==> src/core/wdmc_pkg.sv <==
package wdmc_pkg;
  // Register addresses on the special function bus
  localparam logic [7:0] ADDR_PTR0_LO   = 8'h82;
  localparam logic [7:0] ADDR_PTR0_HI   = 8'h83;
  localparam logic [7:0] ADDR_PTR1_LO   = 8'h84;
  localparam logic [7:0] ADDR_PTR1_HI   = 8'h85;
  localparam logic [7:0] ADDR_PWR_CTRL  = 8'h87;
  localparam logic [7:0] ADDR_WMC       = 8'h96;
  localparam logic [7:0] ADDR_IRQ_STAT  = 8'hA0;
  localparam logic [7:0] ADDR_IRQ_MASK  = 8'hA1;
  // Reset values and unmapped read data
  localparam logic [7:0] WMC_RESET      = 8'h02;
  localparam logic [7:0] PTR_RESET      = 8'h00;
  localparam logic [7:0] PWR_RESET      = 8'h10;
  localparam logic [7:0] UNMAPPED_DATA  = 8'h00;
  // Field positions in the watchdog and memory control register and the power control register
  localparam int WMC_PRESCALE_LSB       = 5;
  localparam int WMC_WRITE_EN_BIT       = 4;
  localparam int WMC_ACCESS_EN_BIT      = 3;
  localparam int WMC_BANK_SEL_BIT       = 2;
  localparam int WMC_RESTART_BIT        = 1;
  localparam int WMC_WDOG_EN_BIT        = 0;
  localparam int PWR_OFF_FLAG_BIT       = 4;
  // Interrupt status bits
  localparam int IRQ_WDOG_BIT           = 0;
  localparam int IRQ_EE_DONE_BIT        = 1;
  localparam int IRQ_WIDTH              = 2;
  // Watchdog timing: base period and clock rate
  localparam longint WDOG_BASE_MS       = 16;
  localparam longint CLK_HZ             = 200000000;
  localparam longint WDOG_BASE_CYCLES   = WDOG_BASE_MS * CLK_HZ / 1000;
  localparam int     WDOG_CNT_W         = 40;
  // Register bus request
  typedef struct packed {
    logic [7:0] addr;
    logic [7:0] wdata;
    logic       wr;
    logic       rd;
  } reg_req_t;
endpackage

==> src/core/watchdog_memory_control.sv <==
`timescale 1ns/1ps
// Notes on behaviour
// - Unmapped addresses read zero, writes ignored
// - Two 16-bit pointer banks at 82H-85H
// - Bank select bit picks active pointer
// - Power-off flag bit 4, survives reset
// - Control register at 96H, resets to 02H
// - Prescale bits 7..5: 16 ms to 2048 ms
// - Access enable routes pointer moves to EEPROM
// - Restart write makes one-shot restart pulse
// - Bit 1 reads ready/busy flag from EEPROM
// - Watchdog enable bit runs or stops timer
module watchdog_memory_control #(
  parameter longint WDOG_BASE_CYCLES = wdmc_pkg::WDOG_BASE_CYCLES
) (
  // Clock and reset
  input  wire logic        i_clk,
  input  wire logic        i_resetn,
  // Power-up marker, high for the first cycles after supply comes up
  input  wire logic        i_power_up,
  // Register port
  input  wire logic [7:0]  i_addr,
  input  wire logic [7:0]  i_wdata,
  input  wire logic        i_wr,
  input  wire logic        i_rd,
  output logic      [7:0]  o_rdata,
  // EEPROM engine status
  input  wire logic        i_ee_busy,
  // Pointer and memory control to the core
  output logic      [15:0] o_active_pointer,
  output logic             o_eeprom_access_enable,
  output logic             o_eeprom_write_enable,
  // System reset and interrupt
  output logic             o_system_reset,
  output logic             o_irq
);
  wdmc_pkg::reg_req_t req;                 // Bundled bus request
  logic [7:0]  ptr_reg [4];                // Pointer bytes: bank0 lo/hi, bank1 lo/hi
  logic [7:0]  wmc_reg;                    // Control register, bit 1 unused as storage
  logic        restart_reg;                // One-cycle restart pulse
  logic        pwr_off_reg;                // Power-off flag
  logic [3:0]  pwr_low_reg;                // Other power control bits
  logic [wdmc_pkg::IRQ_WIDTH-1:0] stat_reg; // Sticky event bits
  logic [wdmc_pkg::IRQ_WIDTH-1:0] mask_reg; // Interrupt mask
  logic        ee_busy_s1_reg;             // Synchroniser stage one
  logic        ee_busy_s2_reg;             // Synchroniser stage two
  logic        ee_busy_d_reg;              // Previous busy for edge detection
  logic        wdog_expire;                // Timer expiry pulse
  logic        pwr_up_s1_reg;              // Power-up synchroniser stage one
  logic        pwr_up_s2_reg;              // Power-up synchroniser stage two

  assign req = '{addr: i_addr, wdata: i_wdata, wr: i_wr, rd: i_rd};

  // Address decode
  wire hit_wmc   = (req.addr == wdmc_pkg::ADDR_WMC);
  wire hit_pwr   = (req.addr == wdmc_pkg::ADDR_PWR_CTRL);
  wire hit_stat  = (req.addr == wdmc_pkg::ADDR_IRQ_STAT);
  wire hit_mask  = (req.addr == wdmc_pkg::ADDR_IRQ_MASK);
  wire wr_wmc    = req.wr && hit_wmc;
  wire wr_pwr    = req.wr && hit_pwr;
  wire wr_stat   = req.wr && hit_stat;
  wire wr_mask   = req.wr && hit_mask;
  wire bank_sel  = wmc_reg[wdmc_pkg::WMC_BANK_SEL_BIT];
  wire ee_ready  = !ee_busy_s2_reg;
  wire ee_done   = ee_busy_d_reg && !ee_busy_s2_reg;
  // Any register at all; used to spot unmapped reads
  wire hit_ptr   = (req.addr >= wdmc_pkg::ADDR_PTR0_LO) && (req.addr <= wdmc_pkg::ADDR_PTR1_HI);
  wire hit_any   = hit_ptr || hit_wmc || hit_pwr || hit_stat || hit_mask;

  // Events that set sticky status bits
  wire [wdmc_pkg::IRQ_WIDTH-1:0] events = {ee_done, wdog_expire};

  // Read view of control register: bit 1 shows ready/busy
  wire [7:0] wmc_view = {wmc_reg[7:2], ee_ready, wmc_reg[0]};

  // Read data selection; unmapped gives zero
  wire [7:0] rd_mux =
    (req.addr == wdmc_pkg::ADDR_PTR0_LO) ? ptr_reg[0] :
    (req.addr == wdmc_pkg::ADDR_PTR0_HI) ? ptr_reg[1] :
    (req.addr == wdmc_pkg::ADDR_PTR1_LO) ? ptr_reg[2] :
    (req.addr == wdmc_pkg::ADDR_PTR1_HI) ? ptr_reg[3] :
    hit_pwr  ? {3'h0, pwr_off_reg, pwr_low_reg} :
    hit_wmc  ? wmc_view :
    hit_stat ? {6'h00, stat_reg} :
    hit_mask ? {6'h00, mask_reg} :
    wdmc_pkg::UNMAPPED_DATA;

  // Pointer banks: one byte register per address
  genvar gi;
  generate
    for (gi = 0; gi < 4; gi++) begin : g_ptr
      wire hit = (req.addr == wdmc_pkg::ADDR_PTR0_LO + 8'(gi));
      always_ff @(posedge i_clk) begin
        if (!i_resetn) begin
          ptr_reg[gi] <= wdmc_pkg::PTR_RESET;
        end else if (req.wr && hit) begin
          ptr_reg[gi] <= req.wdata;
        end
      end
    end
  endgenerate

  // Control register; restart bit is write-only and not stored
  always_ff @(posedge i_clk) begin
    if (!i_resetn) begin
      wmc_reg     <= wdmc_pkg::WMC_RESET;
      restart_reg <= 1'b0;
    end else begin
      if (wr_wmc) begin
        wmc_reg <= {req.wdata[7:2], 1'b1, req.wdata[0]};
      end
      restart_reg <= wr_wmc && req.wdata[wdmc_pkg::WMC_RESTART_BIT];
    end
  end

  // Power-up marker comes from the supply monitor, so it is synchronised;
  // no reset here, since reset must never reach the flag path.
  // Limitation: the marker must stay high for at least one full clock cycle
  always_ff @(posedge i_clk) begin
    pwr_up_s1_reg <= i_power_up;
    pwr_up_s2_reg <= pwr_up_s1_reg;
  end

  // Power-off flag: only power-up or software touch it, not reset
  always_ff @(posedge i_clk) begin
    if (pwr_up_s2_reg) begin
      pwr_off_reg <= 1'b1;
    end else if (wr_pwr) begin
      pwr_off_reg <= req.wdata[wdmc_pkg::PWR_OFF_FLAG_BIT];
    end
  end

  // Remaining power control bits reset normally
  always_ff @(posedge i_clk) begin
    if (!i_resetn) begin
      pwr_low_reg <= wdmc_pkg::PWR_RESET[3:0];
    end else if (wr_pwr) begin
      pwr_low_reg <= req.wdata[3:0];
    end
  end

  // Busy input crosses from the EEPROM engine; two stages first
  always_ff @(posedge i_clk) begin
    if (!i_resetn) begin
      ee_busy_s1_reg <= 1'b0;
      ee_busy_s2_reg <= 1'b0;
      ee_busy_d_reg  <= 1'b0;
    end else begin
      ee_busy_s1_reg <= i_ee_busy;
      ee_busy_s2_reg <= ee_busy_s1_reg;
      ee_busy_d_reg  <= ee_busy_s2_reg;
    end
  end

  // Sticky status: set wins over write-one-to-clear
  always_ff @(posedge i_clk) begin
    if (!i_resetn) begin
      stat_reg <= '0;
      mask_reg <= '0;
    end else begin
      stat_reg <= (stat_reg & ~(wr_stat ? req.wdata[1:0] : 2'h0)) | events;
      if (wr_mask) begin
        mask_reg <= req.wdata[1:0];
      end
    end
  end

  // Watchdog timer
  wdog_timer #(
    .BASE_CYCLES (WDOG_BASE_CYCLES)
  ) u_wdog (
    .i_clk      (i_clk),
    .i_resetn   (i_resetn),
    .i_enable   (wmc_reg[wdmc_pkg::WMC_WDOG_EN_BIT]),
    .i_restart  (restart_reg),
    .i_prescale (wmc_reg[7:wdmc_pkg::WMC_PRESCALE_LSB]),
    .o_expire   (wdog_expire)
  );

  // Registered outputs
  always_ff @(posedge i_clk) begin
    if (!i_resetn) begin
      o_rdata                <= 8'h00;
      o_active_pointer       <= 16'h0000;
      o_eeprom_access_enable <= 1'b0;
      o_eeprom_write_enable  <= 1'b0;
      o_system_reset         <= 1'b0;
      o_irq                  <= 1'b0;
    end else begin
      o_rdata                <= req.rd ? rd_mux : 8'h00;
      // Active pointer follows the bank select
      o_active_pointer       <= bank_sel ? {ptr_reg[3], ptr_reg[2]}
                                         : {ptr_reg[1], ptr_reg[0]};
      o_eeprom_access_enable <= wmc_reg[wdmc_pkg::WMC_ACCESS_EN_BIT];
      o_eeprom_write_enable  <= wmc_reg[wdmc_pkg::WMC_WRITE_EN_BIT];
      o_system_reset         <= wdog_expire;
      o_irq                  <= |(stat_reg & mask_reg);
    end
  end
endmodule

==> src/core/wdog_timer.sv <==
`timescale 1ns/1ps
// Watchdog counter: period doubles per prescale step
module wdog_timer #(
  parameter longint BASE_CYCLES = wdmc_pkg::WDOG_BASE_CYCLES
) (
  // Clock and reset
  input  wire logic       i_clk,
  input  wire logic       i_resetn,
  // Control
  input  wire logic       i_enable,
  input  wire logic       i_restart,
  input  wire logic [2:0] i_prescale,
  // Expiry pulse
  output logic            o_expire
);
  // Local copy keeps the size cast below free of a scoped name
  localparam int CNT_W = wdmc_pkg::WDOG_CNT_W;
  logic [wdmc_pkg::WDOG_CNT_W-1:0] count_reg;   // Cycles since restart
  wire  [wdmc_pkg::WDOG_CNT_W-1:0] limit;       // Current period in cycles
  wire                             at_limit;    // Period elapsed

  // Each prescale step doubles the period
  assign limit    = CNT_W'(BASE_CYCLES) << i_prescale;
  assign at_limit = (count_reg >= limit - 1'b1);

  // Counter: held clear while disabled or restarted
  always_ff @(posedge i_clk) begin
    if (!i_resetn || !i_enable || i_restart) begin
      count_reg <= '0;
      o_expire  <= 1'b0;
    end else if (at_limit) begin
      count_reg <= '0;
      o_expire  <= 1'b1;
    end else begin
      count_reg <= count_reg + 1'b1;
      o_expire  <= 1'b0;
    end
  end
endmodule

==> config.mk <==
export PLATFORM = sky130hd
export DESIGN_NAME = watchdog_memory_control
export DESIGN_NICKNAME = d
export VERILOG_FILES = /design/src/core/wdmc_pkg.sv /design/src/core/watchdog_memory_control.sv /design/src/core/wdog_timer.sv
export SDC_FILE = /design/constraint.sdc
export NUM_CORES = 1
export LEC_CHECK = 0
export BUFFER_PORTS_ARGS = -buffer_cell sky130_fd_sc_hd__buf_2
export CORE_UTILIZATION = 35
export DETAILED_ROUTE_END_ITERATION = 6
export GPL_ROUTABILITY_DRIVEN = 0
export PLACE_DENSITY = 0.52
export SLEW_MARGIN = 15
export SYNTH_ARGS = -nofsm -noshare
export SYNTH_HDL_FRONTEND = slang
export SYNTH_SLANG_ARGS = --single-unit
==> constraint.sdc <==
create_clock -name i_clk -period 3.8 [get_ports i_clk]
set_clock_uncertainty 0.05 [all_clocks]
set_input_delay 0.57 -clock i_clk [delete_from_list [all_inputs] [get_ports i_clk]]
set_output_delay 0.57 -clock i_clk [all_outputs]
set_load 0.01 [all_outputs]
After elaboration in Yosys (flattened, before gate mapping)
Memories as Yosys holds them, arrays and structs flattened.
Index checks and enable logic that the tools add are counted.
Widths: inputs -> output; s select.

cells by class
  add/subtract/negate cells = 2
  order comparisons = 1
  equal/unequal tests = 8
  shift operators = 1
  mux-type cells = 28
  bitwise gates (word level) = 8
  reduce and logical (&&, ||, !) cells = 18

operators with widths
  kind                   count
  $mux 8                 10
  $eq 8x8->1 const B     8
  $add 40x1->40 const B  1
  $ge 40x40->1           1
  $shl 22x3->40 const A  1
  $sub 40x1->40 const B  1
  $mux 16                1
  $mux 1                 14
  $logic_and 1x1->1      10
  $mux 2                 3
  $and 2x2->2            2
  $or 1x1->1             4
  $reduce_or 2->1        2
  $logic_not 1->1        3
  $logic_or 1x1->1       2
  $not 2->2              1
  $or 2x2->2             1
  $reduce_and 2->1       1

word-level totals
  register bits = 91
  bits in writable memories = 32
  input port bits = 22
  output and inout port bits = 28
  logic and storage cells = 86
  memories kept = 1

memories
  memory   depth  bits a word  read ports  clocked after memory_dff  wr ports  line                           text
  ptr_reg  4      8            4           0                         4         watchdog_memory_control.sv:38  logic [7:0] ptr_reg [4];

Longest topological paths before layout
  depth after elaboration = 9
  mapped depth = 17

Cells and area by module
From an unflattened synthesis, not the netlist that was laid out.

second synthesis, totals
  cells, all modules = 620
  area, all modules = 6,206.0 sq um

by module, submodules not included
  module                   instances  cells an instance  area each (sq um)  seq. area each (sq um)
  watchdog_memory_control  1          319                3,544.6            1,961.9
  wdog_timer               1          301                2,661.3            820.8

Least setup slack after synthesis
No wires, ideal clock.

  path type = flip-flop to flip-flop
  start = register wmc_reg[5]
  end = register u_wdog.count_reg[24] (netlist bit)
  setup time = 0.092 ns
  data arrival time = 3.662 ns
  required time = 3.658 ns
  path slack = -0.004 ns
  cell stages (with the launch flop) = 16
  buffers on the path = 2
  cell sequence = dfxtp_1 > inv_1 > ha_1 > clkbuf_1 > nand2_1 > ha_1 > nand2b_1 > a2111oi_2 > nand2_1 > xor2_1 > ha_1 > a21o_1 > a2111o_1 > o311a_1 > buf_2 > nor4_1

between the ends
  word-level cells in the longest chain between the ends = 4

ends and longest elaborated chain
  element                    line                            text
  start, declared            watchdog_memory_control.sv:39   logic [7:0] wmc_reg;
  start signal, assigned     watchdog_memory_control.sv:106  wmc_reg <= wdmc_pkg::WMC_RESET;
  start signal, assigned     watchdog_memory_control.sv:110  wmc_reg <= {req.wdata[7:2], 1'b1, req.wdata[0]};
  $shl 22x3->40              wdog_timer.sv:23                assign limit = CNT_W'(BASE_CYCLES) << i_prescale;
  $sub 40x1->40              wdog_timer.sv:24                assign at_limit = (count_reg >= limit - 1'b1);
  $ge 40x40->1               wdog_timer.sv:24
  $reduce_or 2->1 (no line)  --
  end signal, assigned       wdog_timer.sv:35                count_reg <= count_reg + 1'b1;
  end, declared              wdog_timer.sv:18                logic [wdmc_pkg::WDOG_CNT_W-1:0] count_reg;

Every way passes these cells.
A chain may end at the register's enable or synchronous reset.

Final worst setup path
  start = register wmc_reg[5]
  end = register u_wdog.count_reg[17] (netlist bit)

The elaborated chain is that of the path after synthesis.

==> impl_metrics.env <==
export IMPL_clk_latency_ps=420
export IMPL_instances_no_fill=942
export IMPL_largest_register_ffs=40
export IMPL_final_common_cell="dfxtp_1"
export IMPL_rsz0062_at_grt="yes"
export IMPL_mostFrequentLayoutCells="dfxtp_1 (90), buf_2 (49), nand2_1 (48)"
export IMPL_cts_buffers=17
export IMPL_diodes=0
export IMPL_fin_tns_setup_ps=0
export IMPL_synth_area_um2=6290
export IMPL_hold_violations=0
export IMPL_status="completed"
export IMPL_synth_top_area_frac=0.290
export IMPL_die_area_um2=18500
export IMPL_critPathKind="flip-flop to flip-flop"
export IMPL_arrival_ps=3910
export IMPL_synth_edf_count=32
export IMPL_worstMarginPinSlew_ps=1090
export IMPL_dpl_cell_count=907
export IMPL_ys_ff_latch=123
export IMPL_dp_slack_ps=-83.2
export IMPL_synth_area_leader_cell="dfxtp_1"
export IMPL_drc=0
export IMPL_die_w_um=136
export IMPL_max_slew_margin=0.273
export IMPL_overflow=0
export IMPL_crit_fanout=8
export IMPL_synth_async_reset_ratio=0
export IMPL_htreeDepth=4
export IMPL_fin_crit_ps=3640
export IMPL_syn_to_final_growth_pct=22.3
export IMPL_viasPerCell=5.30
export IMPL_ys_warn_count=0
export IMPL_synth_flop_cell="dfxtp_1"
export IMPL_cts_tree="yes"
export IMPL_cts_buffer_depth=2
export IMPL_fmax_mhz=274
export IMPL_cp_start_kind="flip-flop"
export IMPL_max_cap_viol_count=0
export IMPL_multi_input_area_um2=3460
export IMPL_synth_area_per_cell_um2=9.85
export IMPL_cts_root_buffer="clkbuf_16"
export IMPL_finalWorstSetupSlack_ps=156
export IMPL_rows=48
export IMPL_required_ps=4070
export IMPL_dr_pass1_iters=5
export IMPL_grt_pass1_vias=4939
export IMPL_cts_sinks=123
export IMPL_drt_first_iter_violations=273
export IMPL_area_sequential_um2=2790
export IMPL_min_period_over_period=0.959
export IMPL_drive_gt1_frac=0.201
export IMPL_yosys_top_cells_area="dfxtp_1 (29%), edfxtp_1 (15%), ha_1 (6.4%)"
export IMPL_regToRegSetupSlack_ps=160
export IMPL_cts_hold_buffers_added=0
export IMPL_grt_pass1_wl_um=25300
export IMPL_grt_max_degree=33
export IMPL_worstHoldPathType="input port to flip-flop"
export IMPL_setup_viol_count_final=0
export IMPL_core_um2=17400
export IMPL_pin_count=50
export IMPL_fillers=1705
export IMPL_total_power_uw=3260
export IMPL_track_usage=0.180
export IMPL_chipHeight_um=136
export IMPL_grt_antenna_before_repair=0
export IMPL_cp_end_kind="flip-flop"
export IMPL_vdd_drop_max_mv=0.313
export IMPL_wirelength_um=15900
export IMPL_routedWlPerCell_um=16.8
export IMPL_fin_nets=758
export IMPL_port_buffers=49
export IMPL_vias=4992
export IMPL_start_util=0.361
export IMPL_synthCells=639
export IMPL_cts_clk_slew_worst_paths_ps=60
export IMPL_leakage_uw=0.00288
export IMPL_finish_utilization=0.442
export IMPL_ys_types=68
export IMPL_hpwl_um=11100
export IMPL_antenna_left=0
export IMPL_yosysSeqAreaShare=0.442
export IMPL_power_density_nw_per_um2=424
export IMPL_maxSlewViolCount=0
path summary, 6_finish.rpt:
kind / startpoint / depth (start not counted) / end
setup reg to reg: wmc_reg[5] / 14 / u_wdog.count_reg[17]
hold reg to reg: pwr_up_s1_reg / 0 / pwr_up_s2_reg
setup / recovery: wmc_reg[5] / 14 / u_wdog.count_reg[17]
hold / removal: i_power_up / 1 / pwr_up_s1_reg
worst max-delay path: stages (launching register included):
cell and delay, ps:
dfxtp_4 390, inv_2 100, ha_2 210, nand2_2 80, ha_2 180, nand2b_1 90
a2111oi_4 400, nand2_1 120, xor2_1 180, ha_1 330, a21o_1 200, a2111o_1 420
o311a_4 360, clkbuf_16 180, nor4_1 260
synth_stat cells (all sizes together) (13+ instances only):
cell    instances
a21oi          16
and2           43
clkbuf         25
dfxtp          91
edfxtp         32
ha             32
inv            14
mux2i          24
nand2          49
nand3          33
nand4          13
nor2           23
nor2b          26
nor4           35
o21ai          15
xor2           32
through the flow:
stage	instance area, um^2	hold WS (ps)
3_5_place_dp	6870	264
4_1_cts	7520	182
3_3_place_gp	6870	266
6_report	7690	199
5_1_grt	7690	178
2_1_floorplan	6320	260
timing repair:
action / CTS / global route
pin swaps: 0 / 3
gates cloned: 0 / 2
resized for setup: 1 / 23
endpoints found under the setup margin: 23 / 32
buffers inserted: 0 / 1
power by group:
group / switching [uW] / leakage [uW] / total [uW] / internal [uW]
logic: 67.8 / 0.00152 / 108 / 40.1
clock network: 617 / 0.000315 / 1760 / 1150
registers: 15.0 / 0.00105 / 1390 / 1380
final cells by class:
type,count,area share
multi-input cells,473,0.449
inverters,15,0.00732
clock buffers,20,0.0595
repair buffers,74,0.0607
well taps,225,0.0366
flip-flops and latches,123,0.362
clock inverters,12,0.0242
cells by family after synthesis:
logic type / share of synthesized area
AOI/OAI and AO/OA: 0.104
DFF: 0.442
xor gates and xnor gates: 0.0585
adders and majority gates: 0.0636
buffers and inverters: 0.0342
other: 0.000596
and+or+nand+nor: 0.256
muxes: 0.0400
layer usage:
layer / up-vias / GRT usage / wire length (um) / share of wire
met2: 128 / 0.290 / 7510 / 0.47
met1: 2403 / 0.232 / 7320 / 0.46
li1: 2443 / - / - / -
met3: 18 / 0.0436 / 818 / 0.052
met4: 0 / 0.0636 / 204 / 0.013
met5: - / 0 / 0 / 0
Power figures use the tool's default switching activity.
